$ cat src/pkg/psb_pkg.sv
package psb_pkg;

	// ==========================================================
	// Clock and timing
	localparam int CLK_HZ          = 40_000_000;
	localparam int STEP_DELAY_US   = 100;
	localparam int STEP_DELAY_CYC  = (CLK_HZ / 1_000_000) * STEP_DELAY_US;

	// ==========================================================
	// Boot strap word
	localparam int          BOOT_WIDTH    = 16;
	localparam logic [15:0] BOOT_DEFAULT  = 16'h8018;
	localparam int          BOOT_PD_BIT_A = 6;
	localparam int          BOOT_PD_BIT_B = 7;

	// ==========================================================
	// Register map (plain port, word index)
	localparam logic [3:0] REG_CTRL      = 4'h0;
	localparam logic [3:0] REG_STATUS    = 4'h1;
	localparam logic [3:0] REG_BOOT_WORD = 4'h2;

	// Control fields
	localparam int CTRL_START_BIT = 0;
	// Status fields
	localparam int STAT_BUF_DIS_BIT  = 0;
	localparam int STAT_PHY_REL_BIT  = 1;
	localparam int STAT_SW_ON_BIT    = 2;
	localparam int STAT_APP_OK_BIT   = 3;
	localparam int STAT_CAPTURED_BIT = 4;
	localparam int STAT_PULLS_OFF_BIT = 5;

	// ==========================================================
	// Sequencer states
	typedef enum logic [2:0] {
		PSB_HOLD,
		PSB_PREP,
		PSB_BUF_OFF,
		PSB_PHY_REL,
		PSB_SW_ON
	} psb_state_e;

	// Pin drive group: level and output enable
	typedef struct packed {
		logic level;
		logic oe;
	} psb_pin_s;

	// Register bus request
	typedef struct packed {
		logic [3:0]  addr;
		logic [31:0] wdata;
		logic        wr;
		logic        rd;
	} psb_bus_s;

endpackage : psb_pkg

$ cat src/rtl/psb_sync.sv
module psb_sync #(
	parameter int WIDTH = 1
) (
	// Clock and reset
	input  wire logic             clk_sys,
	input  wire logic             reset,
	// Data
	input  wire logic [WIDTH-1:0] din,
	output logic      [WIDTH-1:0] dout
);

	// ==========================================================
	// Two-stage synchroniser; first stage feeds only the second
	logic [WIDTH-1:0] meta;

	always_ff @(posedge clk_sys) begin
		if (reset) begin
			meta <= '0;
			dout <= '0;
		end else begin
			meta <= din;
			dout <= meta;
		end
	end

endmodule : psb_sync

$ cat src/rtl/psb_delay.sv
module psb_delay #(
	parameter int CYCLES = 4000
) (
	// Clock and reset
	input  wire logic clk_sys,
	input  wire logic reset,
	// Control
	input  wire logic start,
	output logic      done
);

	// ==========================================================
	// Down counter; done pulses one cycle when count expires
	logic [31:0] count;
	logic        busy;

	always_ff @(posedge clk_sys) begin
		if (reset) begin
			count <= 32'h0000_0000;
			busy  <= 1'b0;
			done  <= 1'b0;
		end else begin
			done <= 1'b0;
			if (start) begin
				count <= 32'(CYCLES - 1);
				busy  <= 1'b1;
			end else if (busy) begin
				if (count == 32'h0000_0000) begin
					busy <= 1'b0;
					done <= 1'b1;
				end else begin
					count <= count - 32'h0000_0001;
				end
			end
		end
	end

endmodule : psb_delay

$ cat src/rtl/psb_sequencer.sv
// Overview of operation
// - Isolation switch control is low and undriven from reset, switch open.
// - Buffer disable line is low from reset, so boot buffers are enabled.
// - Buffers enabled means boot inputs carry the resistor-array value exactly.
// - Sixteen boot pins captured on rising edge of power-on reset.
// - Sequencer resets from push button or power manager reset.
// - Straps are read as plain logic low or high only.
// - Boot pins stay default except bits 6 and 7 get pull-downs.
// - Pulls on pins shared with first transceiver straps are turned off.
// - Pulls on pins shared with second transceiver straps are turned off.
// - First drive buffer disable high as output.
// - After 100 us drive transceiver reset release high.
// - After a further 100 us drive isolation switch high.
// - Application pin use allowed only after the switch is closed.
//
// Implementation choices: the register addresses and the address-and-strobe port.
module psb_sequencer #(
	parameter int DELAY_CYCLES = psb_pkg::STEP_DELAY_CYC
) (
	// Clock and reset
	input  wire logic                       clk_sys,
	input  wire logic                       reset,
	// Board reset sources
	input  wire logic                       reset_button_n,
	input  wire logic                       power_on_reset_n,
	// Boot strap pins
	input  wire logic [15:0]                boot_strap_pins,
	output logic      [15:0]                boot_pull_down_en,
	output logic                            pulls_off_phy1,
	output logic                            pulls_off_phy2,
	// Sequenced pins
	output psb_pkg::psb_pin_s               buffer_ctrl_pin,
	output psb_pkg::psb_pin_s               phy_reset_pin,
	output psb_pkg::psb_pin_s               switch_ctrl_pin,
	output logic                            app_pins_enable,
	output logic                            board_reset,
	// Register port
	input  wire psb_pkg::psb_bus_s          bus,
	output logic      [31:0]                rdata
);

	// ==========================================================
	// Input synchronisers
	logic        button_n_s;
	logic        por_n_s;
	logic [15:0] boot_s;

	psb_sync #(.WIDTH(2)) u_rst_sync (
		.clk_sys (clk_sys),
		.reset   (reset),
		.din     ({reset_button_n, power_on_reset_n}),
		.dout    ({button_n_s, por_n_s})
	);

	psb_sync #(.WIDTH(16)) u_boot_sync (
		.clk_sys (clk_sys),
		.reset   (reset),
		.din     (boot_strap_pins),
		.dout    (boot_s)
	);

	// ==========================================================
	// Board reset combine
	logic hold;
	logic por_n_d;
	logic por_rise;

	// Either source alone holds the whole board in reset
	assign hold     = !button_n_s || !por_n_s;
	assign por_rise = por_n_s && !por_n_d;

	always_ff @(posedge clk_sys) begin
		if (reset) begin
			por_n_d     <= 1'b0;
			board_reset <= 1'b1;
		end else begin
			por_n_d     <= por_n_s;
			board_reset <= hold;
		end
	end

	// ==========================================================
	// Boot word capture
	logic [15:0] boot_word;
	logic        captured;

	// Sampled while buffers still drive, so the array value wins
	always_ff @(posedge clk_sys) begin
		if (reset) begin
			boot_word <= psb_pkg::BOOT_DEFAULT;
			captured  <= 1'b0;
		end else if (hold) begin
			captured <= 1'b0;
		end else if (por_rise && !captured) begin
			boot_word <= boot_s;
			captured  <= 1'b1;
		end
	end

	// ==========================================================
	// Sequencer
	psb_pkg::psb_state_e state;
	psb_pkg::psb_state_e next_state;
	logic                start_req;
	logic                delay_start;
	logic                delay_done;

	psb_delay #(.CYCLES(DELAY_CYCLES)) u_delay (
		.clk_sys (clk_sys),
		.reset   (reset),
		.start   (delay_start),
		.done    (delay_done)
	);

	always_comb begin
		next_state  = state;
		delay_start = 1'b0;
		case (state)
			psb_pkg::PSB_HOLD: begin
				if (captured && start_req) begin
					next_state = psb_pkg::PSB_PREP;
				end
			end
			psb_pkg::PSB_PREP: begin
				next_state  = psb_pkg::PSB_BUF_OFF;
				delay_start = 1'b1;
			end
			psb_pkg::PSB_BUF_OFF: begin
				if (delay_done) begin
					next_state  = psb_pkg::PSB_PHY_REL;
					delay_start = 1'b1;
				end
			end
			psb_pkg::PSB_PHY_REL: begin
				if (delay_done) begin
					next_state = psb_pkg::PSB_SW_ON;
				end
			end
			psb_pkg::PSB_SW_ON: begin
				next_state = psb_pkg::PSB_SW_ON;
			end
			default: begin
				next_state = psb_pkg::PSB_HOLD;
			end
		endcase
	end

	always_ff @(posedge clk_sys) begin
		if (reset || hold) begin
			state <= psb_pkg::PSB_HOLD;
		end else begin
			state <= next_state;
		end
	end

	// ==========================================================
	// Pin drive
	always_ff @(posedge clk_sys) begin
		if (reset || hold) begin
			// Undriven and low: external pull-downs keep switch open, buffers on
			switch_ctrl_pin <= '{level: 1'b0, oe: 1'b0};
			buffer_ctrl_pin <= '{level: 1'b0, oe: 1'b0};
			phy_reset_pin   <= '{level: 1'b0, oe: 1'b0};
			app_pins_enable <= 1'b0;
		end else begin
			if (next_state == psb_pkg::PSB_BUF_OFF) begin
				buffer_ctrl_pin <= '{level: 1'b1, oe: 1'b1};
			end
			if (next_state == psb_pkg::PSB_PHY_REL) begin
				// Transceivers latch their straps on this edge
				phy_reset_pin <= '{level: 1'b1, oe: 1'b1};
			end
			if (next_state == psb_pkg::PSB_SW_ON) begin
				switch_ctrl_pin <= '{level: 1'b1, oe: 1'b1};
			end
			// Held back one cycle past the switch closing
			app_pins_enable <= (state == psb_pkg::PSB_SW_ON);
		end
	end

	// ==========================================================
	// Pull resistor control
	always_ff @(posedge clk_sys) begin
		if (reset || hold) begin
			boot_pull_down_en <= 16'h0000;
			pulls_off_phy1    <= 1'b0;
			pulls_off_phy2    <= 1'b0;
		end else if (next_state == psb_pkg::PSB_PREP) begin
			// Bits 6 and 7 would float once buffers turn off
			boot_pull_down_en <= 16'h0000;
			boot_pull_down_en[psb_pkg::BOOT_PD_BIT_A] <= 1'b1;
			boot_pull_down_en[psb_pkg::BOOT_PD_BIT_B] <= 1'b1;
			pulls_off_phy1 <= 1'b1;
			pulls_off_phy2 <= 1'b1;
		end
	end

	// ==========================================================
	// Register port
	logic [31:0] status;

	always_ff @(posedge clk_sys) begin
		if (reset) begin
			start_req <= 1'b0;
		end else if (bus.wr && bus.addr == psb_pkg::REG_CTRL) begin
			start_req <= bus.wdata[psb_pkg::CTRL_START_BIT];
		end
	end

	always_comb begin
		status = 32'h0000_0000;
		status[psb_pkg::STAT_BUF_DIS_BIT]   = buffer_ctrl_pin.level;
		status[psb_pkg::STAT_PHY_REL_BIT]   = phy_reset_pin.level;
		status[psb_pkg::STAT_SW_ON_BIT]     = switch_ctrl_pin.level;
		status[psb_pkg::STAT_APP_OK_BIT]    = app_pins_enable;
		status[psb_pkg::STAT_CAPTURED_BIT]  = captured;
		status[psb_pkg::STAT_PULLS_OFF_BIT] = pulls_off_phy1;
	end

	always_ff @(posedge clk_sys) begin
		if (reset) begin
			rdata <= 32'h0000_0000;
		end else if (bus.rd) begin
			case (bus.addr)
				psb_pkg::REG_CTRL:      rdata <= {31'h0000_0000, start_req};
				psb_pkg::REG_STATUS:    rdata <= status;
				psb_pkg::REG_BOOT_WORD: rdata <= {16'h0000, boot_word};
				default:                rdata <= 32'h0000_0000;
			endcase
		end else begin
			rdata <= 32'h0000_0000;
		end
	end

	// ==========================================================
	// Step timing monitors
	// Counted on the pins themselves, so the wait checks do not lean on the delay unit
	logic [31:0] buf_off_age;
	logic [31:0] phy_rel_age;

	always_ff @(posedge clk_sys) begin
		if (reset || !buffer_ctrl_pin.level) begin
			buf_off_age <= 32'h0000_0000;
		end else if (!phy_reset_pin.level) begin
			buf_off_age <= buf_off_age + 32'h0000_0001;
		end
	end

	always_ff @(posedge clk_sys) begin
		if (reset || !phy_reset_pin.level) begin
			phy_rel_age <= 32'h0000_0000;
		end else if (!switch_ctrl_pin.level) begin
			phy_rel_age <= phy_rel_age + 32'h0000_0001;
		end
	end
endmodule : psb_sequencer

$ cat config.mk
export PLATFORM = sky130hd
export DESIGN_NAME = psb_sequencer
export DESIGN_NICKNAME = d
export VERILOG_FILES = /design/src/pkg/psb_pkg.sv /design/src/rtl/psb_sync.sv /design/src/rtl/psb_delay.sv /design/src/rtl/psb_sequencer.sv
export SDC_FILE = /design/constraint.sdc
export NUM_CORES = 1
export LEC_CHECK = 0
export ABC_AREA = 1
export ABC_CLOCK_PERIOD_IN_PS = 2300
export BUFFER_PORTS_ARGS = -buffer_cell sky130_fd_sc_hd__buf_2
export CAP_MARGIN = 5
export CORE_MARGIN = 3
export CORE_UTILIZATION = 50
export CTS_BUF_LIST = sky130_fd_sc_hd__clkbuf_8
export CTS_CLUSTER_SIZE = 14
export DETAILED_ROUTE_END_ITERATION = 8
export PLACE_DENSITY = 0.83
export SETUP_SLACK_MARGIN = 0.4
export SLEW_MARGIN = 20
export SYNTH_ARGS = -nofsm -noshare
export SYNTH_HDL_FRONTEND = slang
export SYNTH_HIERARCHICAL = 1
export SYNTH_SLANG_ARGS = --single-unit
$ cat constraint.sdc
create_clock -name clk_sys -period 2.3 [get_ports clk_sys]
set_clock_uncertainty 0.1 [all_clocks]
set_input_delay 0.115 -clock clk_sys [delete_from_list [all_inputs] [get_ports clk_sys]]
set_output_delay 0.115 -clock clk_sys [all_outputs]
set_load 0.01 [all_outputs]
### Word level (Yosys, flattened, before mapping)

Cells that the tools add are included.
Widths: inputs -> output; s select.

| storage, ports and cells | value |
|---|---|
| flip-flop bits (word level) | 131 |
| input bits | 58 |
| output and inout bits | 58 |
| logic and storage cells | 72 |

| cells by class | value |
|---|---|
| $add $sub $neg | 1 |
| equality and inequality tests | 11 |
| multiplexer cells | 14 |
| bitwise gates (word level) | 4 |
| reduce and logical (&&, ||, !) cells | 21 |

Operators with widths:

| operator | number |
|---|---|
| $pmux 16 s3 | 1 |
| $mux 12 | 3 |
| $logic_not 32->1 | 1 |
| $sub 32x1->32 const B | 1 |
| $pmux 3 s5 | 1 |
| $eq 3x2->1 const B | 4 |
| $mux 3 | 3 |
| $eq 3x1->1 const B | 2 |
| $eq 3x3->1 const B | 2 |
| $reduce_and 2->1 | 3 |
| $reduce_or 2->1 | 3 |
| $mux 1 | 5 |
| $eq 4x1->1 const B | 1 |
| $eq 4x2->1 const B | 1 |
| $logic_and 1x1->1 | 4 |
| $logic_not 1->1 | 4 |
| $logic_not 4->1 | 1 |
| $not 1->1 | 4 |
| $logic_not 3->1 | 1 |
| $reduce_or 3->1 | 1 |
| $logic_or 1x1->1 | 2 |
| $ne 2x2->1 const B | 1 |
| $pmux 1 s2 | 1 |
| $reduce_bool 2->1 | 1 |

### Longest topological paths before layout

| logic depth | value |
|---|---|
| depth in word-level cells | 4 |
| gate-level depth with buffers | 13 |
| gate-level depth less buffers | 12 |

### Modules after synthesis

Netlist, hierarchy kept.

Modules (own cells, without submodules):

| module | instances | cells an instance | area each (um^2) |
|---|---|---|---|
| psb_delay | 1 | 390 | 2264.7 |
| psb_sequencer | 1 | 228 | 1865.5 |
| psb_sync (u_boot_sync) | 1 | 99 | 914.6 |
| psb_sync (u_rst_sync) | 1 | 12 | 110.1 |

### Worst setup path after synthesis

Ideal clock, no wire load.

| timing | value |
|---|---|
| path type | reg-to-reg |
| start point | reg u_delay.count[0] |
| end point | reg u_delay.count[7] |
| data arrival time | 1.488 ns |
| required time | 2.083 ns |
| slack | 0.594 ns |
| cell stages (with the launch flop) | 13 |
| path buffers | 1 |
| path through | dfxtp_1 > inv_1 > ha_1 > nand2_1 > nor2_1 > nand2_1 > nor2_1 > nand2_1 > buf_2 > nand3_1 > nand2_1 > nor2_1 > nor2_1 |

| on the way | value |
|---|---|
| cells in the longest elaborated chain, start to end | 4 |
| elaborated cells on any way between the ends | 7 |
| those cells by class | add/sub: 1; eq/ne: 1; mux: 3; reduce/logical: 2 |

RTL lines:

| item | RTL line | source |
|---|---|---|
| start, declared | psb_delay.sv:14 | `logic [31:0] count;` |
| start signal, assigned | psb_delay.sv:25 | `count <= 32'(CYCLES - 1);` |
| start signal, assigned | psb_delay.sv:32 | `count <= count - 32'h0000_0001;` |
| $sub 32x1->32 | psb_delay.sv:32 |  |
| $mux 12 | psb_delay.sv:28 | `if (count == 32'h0000_0000) begin` |
| $mux 12 | psb_delay.sv:27 | `end else if (busy) begin` |
| $mux 12 | psb_delay.sv:24 | `if (start) begin` |

Several ways; a longest one is shown, not always the timed one. The select of a mux whose other input is x is not followed.
A chain may end at the register's enable or synchronous reset.

### Final worst setup path

| timing | value |
|---|---|
| start point | reg u_delay.count[0] |
| end point | reg u_delay.count[8] |

The elaborated chain is that of the path after synthesis.

==> flow_summary_export.csv <==
group,metric,value,unit
run_status,status,"completed",
finish,antenna-diode-count,0,
floorplan,core,0.00991,mm2
timing,hold_viol,0,
finish,fill_cells,869,
synth,synth_top_cell_area_share,44.3,%
clocking,clock_sinks,114,
detailed_routing,dr.first_iter.drc_count,291,
floorplan,start_util,52.0,%
clocking,cts_buffer_depth,2,
timing,setup_viol,0,
synth,yosysTopAreaCell,"dfxtp_1",
critical_path,path_class,"register to register",
timing,finalCritPeriodShare,77.1,%
critical_path,arrival,1980,ps
power_and_ir_drop,max-vdd-ir-drop,318,uV
finish,layout_common_cells,"nand2_1 (141), nor2_1 (140), dfxtp_1 (114), inv_1 (112), buf_2 (54)",
finish,multiInputGateArea,0.00220,mm2
timing,fin_crit,1770,ps
min_path,hold_class,"input pin to register",
detailed_routing,first_pass_iters,5,
detailed_routing,drc,0,
finish,fin_cells,958,
synth,netlist_top_cells_area,"dfxtp_1 (44%), nor2_1 (10%), nand2_1 (10%), inv_1 (8.3%), buf_4 (5.7%)",
finish,final_util,61.7,%
critical_path,startpoint_type,"register",
finish,syn2layout_area_growth,18.6,%
synth,synthCells,729,
detailed_routing,postRouteWirelength,11100,um
global_route,grt_pass1_wl,18200,um
clocking,insertion_delay,420,ps
placed_design,post-place-ws,262,ps
synth,ys_seq_area_share,44.3,%
finish,register_area,0.00228,mm2
placed_design,dp_hpwl,7340,um
placed_design,dp_cells,898,
global_route,antenna_found_initial,0,
clocking,root_buffer,"clkbuf_8",
clocking,htreeDepth,4,
timing,fin_tns_setup,0,ps
synth,netlist_area,0.00515,mm2
power_and_ir_drop,power,4.12,mW
floorplan,rows,36,
clocking,cts_tree,"yes",
critical_path,worstPathRequired,2500,ps
detailed_routing,vias_per_cell,4.72,
timing,rsz0062_at_grt,"yes",
detailed_routing,post_drt_wl_per_cell,11.6,um
finish,fin_area,0.00612,mm2
placed_design,port-buffer-count,54,
run,maxCapViolations,0,
synth,syn_area_per_cell,7.07,um2
timing,setup_slack,526,ps
timing,fmax,564,MHz
synth,yosysWarningCount,6,
clocking,clkTransAtPathRegs,80,ps
floorplan,io_pins,116,
critical_path,endpoint_kind,"register",
power_and_ir_drop,p_leak,3.06,nW
placed_design,place_congestion,0.911,
floorplan,die_h,108,um
floorplan,die_w,108,um
synth,ys_ff_latch,114,
clocking,cts-buffers-inserted,17,
detailed_routing,drtAntennaViolNets,0,
finish,final_common_cell,"nand2_1",
global_route,grt_pass1_vias,4153,
global_route,grt_max_degree,48,
placed_design,dpl_cell_area,0.00535,mm2
finish,nets,872,
detailed_routing,via_count,4522,
global_route,grt_usage,19.6,%
critical_path,path_max_fanout,10,
timing,whs,95.7,ps
global_route,overflow,0,
timing,slew_viol_final,0,
finish,drive_above_1_share,16.0,%
power_and_ir_drop,power_density,673,mW/mm2
floorplan,dieArea,0.0116,mm2
synth,synth_cell_types,32,
-- where the power goes --
| part | internal [mW] | switching, mW | leakage, nW | total (mW) |
|---|---|---|---|---|
| registers | 2.01 | 0.0121 | 0.926 | 2.02 |
| logic | 0.0657 | 0.101 | 1.93 | 0.167 |
| clock network | 1.08 | 0.847 | 0.203 | 1.93 |
-- path summary, 6_finish.rpt --
kind                            slack, ps  cells past startpoint                  from                   end
worst min register to register        300                      2  u_boot_sync/meta[11]  u_boot_sync/dout[11]
worst min-delay path                  100                      5                 reset     u_delay/count[24]
worst max register to register        530                     12      u_delay/count[0]      u_delay/count[8]
worst max-delay path                  530                     12      u_delay/count[0]      u_delay/count[8]
-- what timing repair did --
item                                    in CTS  in global routing
gates resized for setup                      5                 10
cloned                                       1                  1
setup buffers                                0                  2
hold buffers                                25                  0
endpoints found under the setup margin      31                 32
pin swaps                                    2                  2
hold endpoints to repair                    25                  0
-- layer usage --
metal	up-vias	GRT usage (%)	share of wire, %
li1	2333	-	-
met1	2011	25.1	46
met2	153	31.3	46
met3	25	5.22	6.4
met4	0	7.84	2.3
met5	-	0	0
-- synth_stat cells --
| cell | number |
|---|---|
| nand2_4 | 1 |
| buf_4 | 39 |
| nor3_1 | 3 |
| nand4_1 | 7 |
| nand2_1 | 143 |
| inv_1 | 114 |
| o21bai_1 | 2 |
| nand4_2 | 1 |
| nand3_1 | 37 |
| nand2_2 | 3 |
| nor2_4 | 3 |
| nor2_2 | 2 |
| nand3b_1 | 1 |
| o21ai_0 | 22 |
| clkinv_1 | 3 |
| nor3_4 | 1 |
| nor3_2 | 10 |
| o21ai_1 | 5 |
| xor2_1 | 8 |
| ha_1 | 1 |
| buf_6 | 5 |
| nand3_2 | 2 |
| conb_1 | 1 |
| buf_2 | 5 |
| clkbuf_1 | 3 |
| dfxtp_1 | 114 |
| o211ai_1 | 1 |
| nor2_1 | 144 |
| inv_2 | 5 |
| a21oi_1 | 38 |
| a31oi_1 | 1 |
| xnor2_1 | 4 |
-- worst max-delay path, stage by stage, from the launching register on --
cell     delay [ps]
dfxtp_1         320
inv_2            90
ha_4            170
nand2_1          70
nor2_2          130
nand2_2          90
nor2_2          130
nand2_4         100
buf_6           160
nand3_1          80
nand2_1          50
nor2_1          120
nor2_1           40
-- kinds of logic after synthesis --
family | share of synthesized area [%]
other | 0.0727
xor gates and xnor gates | 2.04
buffers and inverters | 16.4
DFF | 44.3
and+or+nand+nor | 30.1
AOI/OAI and AO/OA | 6.87
adders and majority gates | 0.243
-- cell type report --
type / instances / share of cell area, %
Clock inverter: 14 / 2.95
Tap cell: 133 / 2.72
Clock buffer: 17 / 3.83
Inverter: 122 / 7.55
Multi-Input combinational cell: 472 / 36.0
Timing Repair Buffer: 86 / 9.64
Sequential cell: 114 / 37.3
-- sequential cells by signal, summed over array words and instances (netlist names), 2 cells and up --
signal and flops:
boot_word 16, rdata 16, state 3, u_boot_sync/dout 16, u_boot_sync/meta 16, u_delay/count 32
u_rst_sync/dout 2, u_rst_sync/meta 2
(Power assumes the default switching activity.)
